### config.mk
export PLATFORM = sky130hd
export DESIGN_NAME = pmc_power_mode_control
export DESIGN_NICKNAME = d
export VERILOG_FILES = /design/src/verilog/pmc_pkg.sv /design/src/verilog/pmc_power_mode_control.sv /design/src/verilog/pmc_reset_seq.sv
export SDC_FILE = /design/constraint.sdc
export NUM_CORES = 1
export LEC_CHECK = 0
export ABC_AREA = 0
export BUFFER_PORTS_ARGS = -buffer_cell sky130_fd_sc_hd__buf_2
export CORE_UTILIZATION = 50
export DETAILED_ROUTE_END_ITERATION = 7
export PLACE_DENSITY = 0.76
export SYNTH_ARGS = -nofsm -noshare
export SYNTH_HDL_FRONTEND = slang
export SYNTH_SLANG_ARGS = --single-unit
### constraint.sdc
create_clock -name clock -period 1.4 [get_ports clock]
set_input_delay 0.42 -clock clock [delete_from_list [all_inputs] [get_ports clock]]
set_output_delay 0.42 -clock clock [all_outputs]
set_load 0.01 [all_outputs]
### src/verilog/pmc_pkg.sv
package pmc_pkg;

  // register indices on the plain register port (byte-wide data)
  localparam logic [3:0] PMC_ADDR_PCR    = 4'h0;  // power_control_register
  localparam logic [3:0] PMC_ADDR_STATUS = 4'h1;  // mode and wake-cause status
  localparam logic [3:0] PMC_ADDR_CKGATE = 4'h2;  // digital peripheral clock enables

  // power_control_register fields
  localparam int PMC_PCR_IDLE_BIT = 0;
  localparam int PMC_PCR_STOP_BIT = 1;
  localparam int PMC_PCR_LDO_BIT  = 2;  // regulator off while stopped
  localparam int PMC_PCR_GF_LSB   = 3;  // general-purpose flag bits
  localparam int PMC_PCR_GF_W     = 5;

  // status fields
  localparam int PMC_ST_IDLE_BIT  = 0;
  localparam int PMC_ST_STOP_BIT  = 1;
  localparam int PMC_ST_WDRST_BIT = 2;
  localparam int PMC_ST_IRQW_BIT  = 3;

  // reset values
  localparam logic [7:0] PMC_PCR_RESET    = 8'h00;
  localparam logic [7:0] PMC_CKGATE_RESET = 8'h00;
  localparam logic [7:0] PMC_UNMAPPED     = 8'h00;

  // core reset hold count; the core stays in reset this many clock cycles plus one after any reset source
  localparam int unsigned PMC_RST_HOLD    = 4;

  // number of gated digital peripheral clocks
  localparam int PMC_NUM_PERIPH = 8;

  // address executed after any reset
  localparam logic [15:0] PMC_RESET_VECTOR = 16'h0000;

  typedef enum logic [1:0] {
    PMC_RUN,
    PMC_IDLE,
    PMC_STOP
  } pmc_state_t;

  // register bus request
  typedef struct packed {
    logic [3:0] addr;
    logic [7:0] wdata;
    logic       wr;
    logic       rd;
  } pmc_req_t;

  // power and clock controls toward the rest of the chip
  typedef struct packed {
    logic                      cpu_halt;
    logic                      cpu_clk_en;
    logic                      periph_clk_en;
    logic                      irq_timer_en;
    logic                      osc_int_en;
    logic                      ldo_en;
    logic [PMC_NUM_PERIPH-1:0] periph_gate;
  } pmc_ctl_t;

endpackage : pmc_pkg

### src/verilog/pmc_power_mode_control.sv
// Function
// - setting idle bit halts cpu after the writing instruction completes
// - idle keeps registers, memory, peripheral clocks and peripherals running; only the cpu clock stops
// - enabled interrupt in idle clears idle bit and resumes the cpu
// - after interrupt return, execution continues after the idle-setting instruction
// - reset ending idle runs normal reset sequence from address zero
// - stop halts cpu, interrupts, timers, internal oscillator; external oscillator unaffected
// - regulator may be disabled during stop mode
// - watchdog timeout while idle gives internal reset ending idle
// - unused digital peripherals have their clocks gated off
module pmc_power_mode_control
  import pmc_pkg::*;
(
  input  wire logic        clock,
  input  wire logic        arst_n,
  input  wire pmc_req_t    req,
  output logic [7:0]       rdata,
  input  wire logic        instr_done,
  input  wire logic        irq_pending,
  input  wire logic        watchdog_timeout,
  input  wire logic        ext_reset,
  output pmc_ctl_t         ctl,
  output logic             cpu_rst_n,
  output logic [15:0]      reset_vector
);

  pmc_state_t       state_reg;
  pmc_state_t       state_next;
  logic             idle_reg;
  logic             stop_reg;
  logic             ldo_off_reg;
  logic [PMC_PCR_GF_W-1:0] gf_reg;
  logic [7:0]       ckgate_reg;
  logic             wdrst_reg;
  logic             irqw_reg;
  logic             pend_idle_reg;
  logic             pend_stop_reg;
  logic             reset_evt;
  logic             wr_pcr;
  logic             irq_wake;

  function automatic logic hit(input pmc_req_t r, input logic [3:0] a);
    hit = (r.addr == a);
  endfunction : hit

  assign wr_pcr    = req.wr && hit(req, PMC_ADDR_PCR);
  // a watchdog timeout or pin reset both restart the core; these two are the
  // only ways out of an idle that no interrupt will ever end
  assign reset_evt = ext_reset || watchdog_timeout;
  // interrupts are dead in stop, so only idle wakes on them
  assign irq_wake  = (state_reg == PMC_IDLE) && irq_pending;

  ////////////////////////////////////////////////////////////////////////
  // mode requests are latched by the write and acted on at instruction end;
  // an instr_done in the write cycle belongs to an earlier instruction, so it
  // must not start the mode change (the write takes priority over it)
  always_ff @(posedge clock or negedge arst_n) begin
    if (!arst_n) begin
      pend_idle_reg <= 1'b0;
      pend_stop_reg <= 1'b0;
    end else if (reset_evt || state_reg != PMC_RUN) begin
      pend_idle_reg <= 1'b0;
      pend_stop_reg <= 1'b0;
    end else if (wr_pcr) begin
      pend_idle_reg <= req.wdata[PMC_PCR_IDLE_BIT];
      pend_stop_reg <= req.wdata[PMC_PCR_STOP_BIT];
    end else if (instr_done) begin
      pend_idle_reg <= 1'b0;
      pend_stop_reg <= 1'b0;
    end
  end

  ////////////////////////////////////////////////////////////////////////
  // mode state machine; stop wins when both bits are written together
  // interrupts are ignored in stop: with no clock a wake would be lost anyway,
  // so reset is the single exit and the core restarts from its vector
  always_comb begin
    state_next = state_reg;
    case (state_reg)
      PMC_RUN: begin
        if (instr_done && pend_stop_reg) begin
          state_next = PMC_STOP;
        end else if (instr_done && pend_idle_reg) begin
          state_next = PMC_IDLE;
        end
      end
      PMC_IDLE: begin
        if (irq_wake) begin
          state_next = PMC_RUN;
        end
      end
      PMC_STOP: begin
        state_next = PMC_STOP;
      end
      default: begin
        state_next = PMC_RUN;
      end
    endcase
    if (reset_evt) begin
      state_next = PMC_RUN;
    end
  end

  always_ff @(posedge clock or negedge arst_n) begin
    if (!arst_n) begin
      state_reg <= PMC_RUN;
    end else begin
      state_reg <= state_next;
    end
  end

  ////////////////////////////////////////////////////////////////////////
  // power_control_register: idle and stop bits read back the pending request from the write on, then the live mode
  always_ff @(posedge clock or negedge arst_n) begin
    if (!arst_n) begin
      idle_reg    <= PMC_PCR_RESET[PMC_PCR_IDLE_BIT];
      stop_reg    <= PMC_PCR_RESET[PMC_PCR_STOP_BIT];
      ldo_off_reg <= PMC_PCR_RESET[PMC_PCR_LDO_BIT];
      gf_reg      <= PMC_PCR_RESET[PMC_PCR_GF_LSB +: PMC_PCR_GF_W];
    end else if (reset_evt) begin
      idle_reg    <= 1'b0;
      stop_reg    <= 1'b0;
      ldo_off_reg <= 1'b0;
      gf_reg      <= PMC_PCR_RESET[PMC_PCR_GF_LSB +: PMC_PCR_GF_W];
    end else begin
      idle_reg <= (state_next == PMC_IDLE) || (wr_pcr && req.wdata[PMC_PCR_IDLE_BIT])
                  || (pend_idle_reg && state_reg == PMC_RUN && !instr_done);
      if (irq_wake) begin
        idle_reg <= 1'b0;
      end
      stop_reg <= (state_next == PMC_STOP) || (wr_pcr && req.wdata[PMC_PCR_STOP_BIT])
                  || (pend_stop_reg && state_reg == PMC_RUN && !instr_done);
      if (wr_pcr) begin
        ldo_off_reg <= req.wdata[PMC_PCR_LDO_BIT];
        gf_reg      <= req.wdata[PMC_PCR_GF_LSB +: PMC_PCR_GF_W];
      end
    end
  end

  ////////////////////////////////////////////////////////////////////////
  // peripheral clock enables; reset leaves every unused peripheral gated
  always_ff @(posedge clock or negedge arst_n) begin
    if (!arst_n) begin
      ckgate_reg <= PMC_CKGATE_RESET;
    end else if (reset_evt) begin
      ckgate_reg <= PMC_CKGATE_RESET;
    end else if (req.wr && hit(req, PMC_ADDR_CKGATE)) begin
      ckgate_reg <= req.wdata;
    end
  end

  ////////////////////////////////////////////////////////////////////////
  // wake-cause flags; a new event in the read cycle wins over read-clear
  always_ff @(posedge clock or negedge arst_n) begin
    if (!arst_n) begin
      wdrst_reg <= 1'b0;
      irqw_reg  <= 1'b0;
    end else begin
      if (watchdog_timeout) begin
        wdrst_reg <= 1'b1;
      end else if (ext_reset || (req.rd && hit(req, PMC_ADDR_STATUS))) begin
        wdrst_reg <= 1'b0;
      end
      if (irq_wake) begin
        irqw_reg <= 1'b1;
      end else if (reset_evt || (req.rd && hit(req, PMC_ADDR_STATUS))) begin
        irqw_reg <= 1'b0;
      end
    end
  end

  ////////////////////////////////////////////////////////////////////////
  // read data one cycle after the strobe; unmapped reads return zero
  // status flags clear on the read strobe itself, not on the data cycle
  always_ff @(posedge clock or negedge arst_n) begin
    if (!arst_n) begin
      rdata <= PMC_UNMAPPED;
    end else if (req.rd) begin
      if (hit(req, PMC_ADDR_PCR)) begin
        rdata <= {gf_reg, ldo_off_reg, stop_reg, idle_reg};
      end else if (hit(req, PMC_ADDR_STATUS)) begin
        rdata <= {4'h0, irqw_reg, wdrst_reg, state_reg == PMC_STOP, state_reg == PMC_IDLE};
      end else if (hit(req, PMC_ADDR_CKGATE)) begin
        rdata <= ckgate_reg;
      end else begin
        rdata <= PMC_UNMAPPED;
      end
    end else begin
      rdata <= PMC_UNMAPPED;
    end
  end

  ////////////////////////////////////////////////////////////////////////
  // power controls; idle only halts the cpu so its pc and state are held
  // driven from state_next so the enables change on the same edge as the mode,
  // at the cost of a longer path through the decode
  always_ff @(posedge clock or negedge arst_n) begin
    if (!arst_n) begin
      ctl <= '{cpu_halt: 1'b0, cpu_clk_en: 1'b1, periph_clk_en: 1'b1, irq_timer_en: 1'b1,
               osc_int_en: 1'b1, ldo_en: 1'b1, periph_gate: PMC_CKGATE_RESET};
    end else begin
      ctl.cpu_halt      <= (state_next != PMC_RUN);
      ctl.cpu_clk_en    <= (state_next == PMC_RUN);
      ctl.periph_clk_en <= (state_next != PMC_STOP);
      ctl.irq_timer_en  <= (state_next != PMC_STOP);
      ctl.osc_int_en    <= (state_next != PMC_STOP);
      ctl.ldo_en        <= !((state_next == PMC_STOP) && ldo_off_reg);
      ctl.periph_gate   <= (state_next == PMC_STOP) ? 8'h00 : ckgate_reg;
    end
  end

  ////////////////////////////////////////////////////////////////////////
  // normal reset sequence for the core
  pmc_reset_seq u_reset_seq (
    .clock     (clock),
    .arst_n    (arst_n),
    .trigger   (reset_evt),
    .cpu_rst_n (cpu_rst_n)
  );

  assign reset_vector = PMC_RESET_VECTOR;

endmodule : pmc_power_mode_control

### src/verilog/pmc_reset_seq.sv
// holds the cpu in reset for a fixed number of cycles after any reset source
module pmc_reset_seq
  import pmc_pkg::*;
#(
  parameter int unsigned HOLD_CYCLES = PMC_RST_HOLD
) (
  input  wire logic clock,
  input  wire logic arst_n,
  input  wire logic trigger,
  output logic      cpu_rst_n
);

  logic [3:0] cnt_reg;

  ////////////////////////////////////////////////////////////////////////
  // restart the count on every trigger; release once it runs out
  always_ff @(posedge clock or negedge arst_n) begin
    if (!arst_n) begin
      cnt_reg <= 4'h0;
    end else if (trigger) begin
      cnt_reg <= 4'h0;
    end else if (cnt_reg != HOLD_CYCLES[3:0]) begin
      cnt_reg <= cnt_reg + 4'h1;
    end
  end

  always_ff @(posedge clock or negedge arst_n) begin
    if (!arst_n) begin
      cpu_rst_n <= 1'b0;
    end else begin
      cpu_rst_n <= (cnt_reg == HOLD_CYCLES[3:0]) && !trigger;
    end
  end

endmodule : pmc_reset_seq
==> results.toml <==
[outcome]
status = "complete, no violations"

[setup_path]
timing.critical_path.buf_inv = 1
path_max_fanout = 3
critPathKind = "flop to output port"
start_kind = "flop"
worstPathCellList = "buf_2"
arrival_ns = 0.96
r2r-start = "state_reg[1]"
critPathSlowestCell = "dfstp_2"
cp_slowest_stage_delay_ns = 0.54
required_ns = 0.98
cp-startpoint = "ctl[9]"
crit_path_end_kind = "output port"
cp_top_family = "flip-flops"

[final_layout]
regArea_um2 = 1180
layout_common_cells = "dfrtp_1, buf_2, conb_1, buf_4, nand2_1"
area_growth_pct = 19.8
largest_reg_flops = 12
drive_gt1_share_pct = 34.9
layout_commonest_cell = "dfrtp_1"
final_nets = 282
fill_cells = 338
diodes = 0
multiInputGateArea_um2 = 877
final_cells = 311
final_util_pct = 64.1

[clock_network]
cts_buffers = 5
clockBufferDepth = 2
cts_tree = "yes"
clk_pin_slew_worst_paths_ns = 0.09
cts.sink_count = 47
cts_hold_buffers = 0
cts_htree_levels = 2
cts_root_buf = "clkbuf_8"
clock_latency_ns = 0.30

[detailed_routing]
routedWlPerCell_um = 13.5
vias = 1626
drt_iter0_drc = 135
routed_wl_um = 4180
vias_per_cell = 5.23
route.detailed.drc = 0
detail-route-antenna-nets = 0
drt_pre_antenna_iters = 4

[timing]
hold_violations = 0
post-route-period-util_pct = 98.6
holdWs_ns = 0.0861
finalCriticalPeriod_ns = 1.38
rsz0062_at_grt = "yes"
finClkSkew_ns = 0.00866
tns_ns = 0
setup_viol = 0
fmax_mhz = 725
maxSlewViolCount = 0

[yosys]
synthFlopType = "dfrtp_1"
syn_avg_cell_area_um2 = 10.7
seq_area_frac_synth_pct = 53.6
ys_ff_latch = 47
netlist_area_um2 = 2200
ys_warn_count = 0
synth_cells = 206
synth_edf_count = 0
synthDistinctLibCells = 42
synthArstFlopShare_pct = 100

[pwr]
power_w = 0.00247
p_leak_nw = 1.31
vdd_drop_max_mv = 0.558
p_per_area_nw_per_um2 = 935

[floorplan]
core_um2 = 4120
num_rows = 23
die_w_um = 68.4
start_util_pct = 53.5
die_h_um = 68.4
fp.dieArea_um2 = 4670
ios = 59

[grt]
grt_overflow = 0
grt_max_degree = 48
grt_use_total_pct = 19.8
grt_pass1_vias = 1465
antenna_found_initial = 0
grt_first_pass_wirelength_um = 6670

[run]
maxCapViolCount = 0

[placement]
gp_congestion = 0.830
port_buffers = 42
hpwlAfterDp_um = 3030
post-place-cells = 303

[worst_hold_path]
hold_class = "input pin to async pin"
Yosys cell counts (2+ instances only):
cell      instances  share of area, %
a21oi_1           7               1.6
a22oi_1           2              0.68
a31oi_1           2              0.57
buf_1             3              0.51
buf_2             3              0.68
buf_4            19               6.5
clkbuf_1          3              0.51
dfrtp_1          44                50
dfstp_2           3               3.6
ha_1              2               1.1
inv_1             5              0.85
mux2i_1           6               2.7
nand2_1          15               2.6
nand2b_1          4               1.1
nand3_1           5               1.1
nand3b_1          2              0.68
nor2_1            7               1.2
nor2b_1          11               3.1
nor3_1            8               1.8
nor4_1            2              0.57
o211ai_1          3               1.0
o211ai_2         10               5.7
o21ai_0          10               2.3
o21ai_1          10               2.3
or2_2             3              0.85
layout make-up:
| cell class | instances | share of cell area [%] |
|---|---|---|
| clock buffers | 6 | 3.13 |
| clock inverters | 2 | 0.617 |
| inverters | 6 | 0.854 |
| multi-input cells | 139 | 33.3 |
| flip-flops and latches | 47 | 44.7 |
| well taps | 50 | 2.37 |
| repair buffers | 61 | 15.0 |
cell families after synthesis:
group / Yosys count / synth area share, %
compound gates: 49 / 15.9
buf+inv: 35 / 9.72
other cells: 1 / 0.170
simple gates: 65 / 16.4
fa+ha+maj: 2 / 1.14
flops: 47 / 53.6
xor+xnor: 1 / 0.398
mux: 6 / 2.73
final timing paths:
check,cells after the start,slack (ns),to
max in group asynchronous,2,1.04,ctl[8]
worst min-delay path,2,0.09,gf_reg[3]
worst min register to register,1,0.44,ctl[8]
min in group clock,3,0.36,gf_reg[2]
worst max register to register,4,0.10,ctl[13]
worst max-delay path,1,0.02,ctl[9]
power by group:
group	switching [W]	internal, W
sequential	0.00000692	0.00137
combinational	0.000146	0.0000879
clock	0.000455	0.000403
total	0.000607	0.00186
per-layer routing:
layer	global-route usage, %	vias up	routed length (µm)
li1	-	790	-
met1	24.5	768	1810
met2	33.2	63	2070
met3	5.67	5	264
met4	5.73	0	44
met5	0	-	0
what timing repair did:
item | in CTS | in global routing
hold endpoints to repair | 0 | 0
buffers inserted | 0 | 0
gates resized for setup | 0 | 2
setup endpoints to repair | 0 | 6
through the flow:
stage / setup WS (ns) / cell area (µm²)
6_report: 0.0202 / 2640
5_1_grt: -0.0279 / 2640
4_1_cts: 0.0123 / 2630
3_5_place_dp: -0.263 / 2530
3_3_place_gp: -0.251 / 2530
2_1_floorplan: -0.120 / 2280
Power figures use the tool's default switching activity.
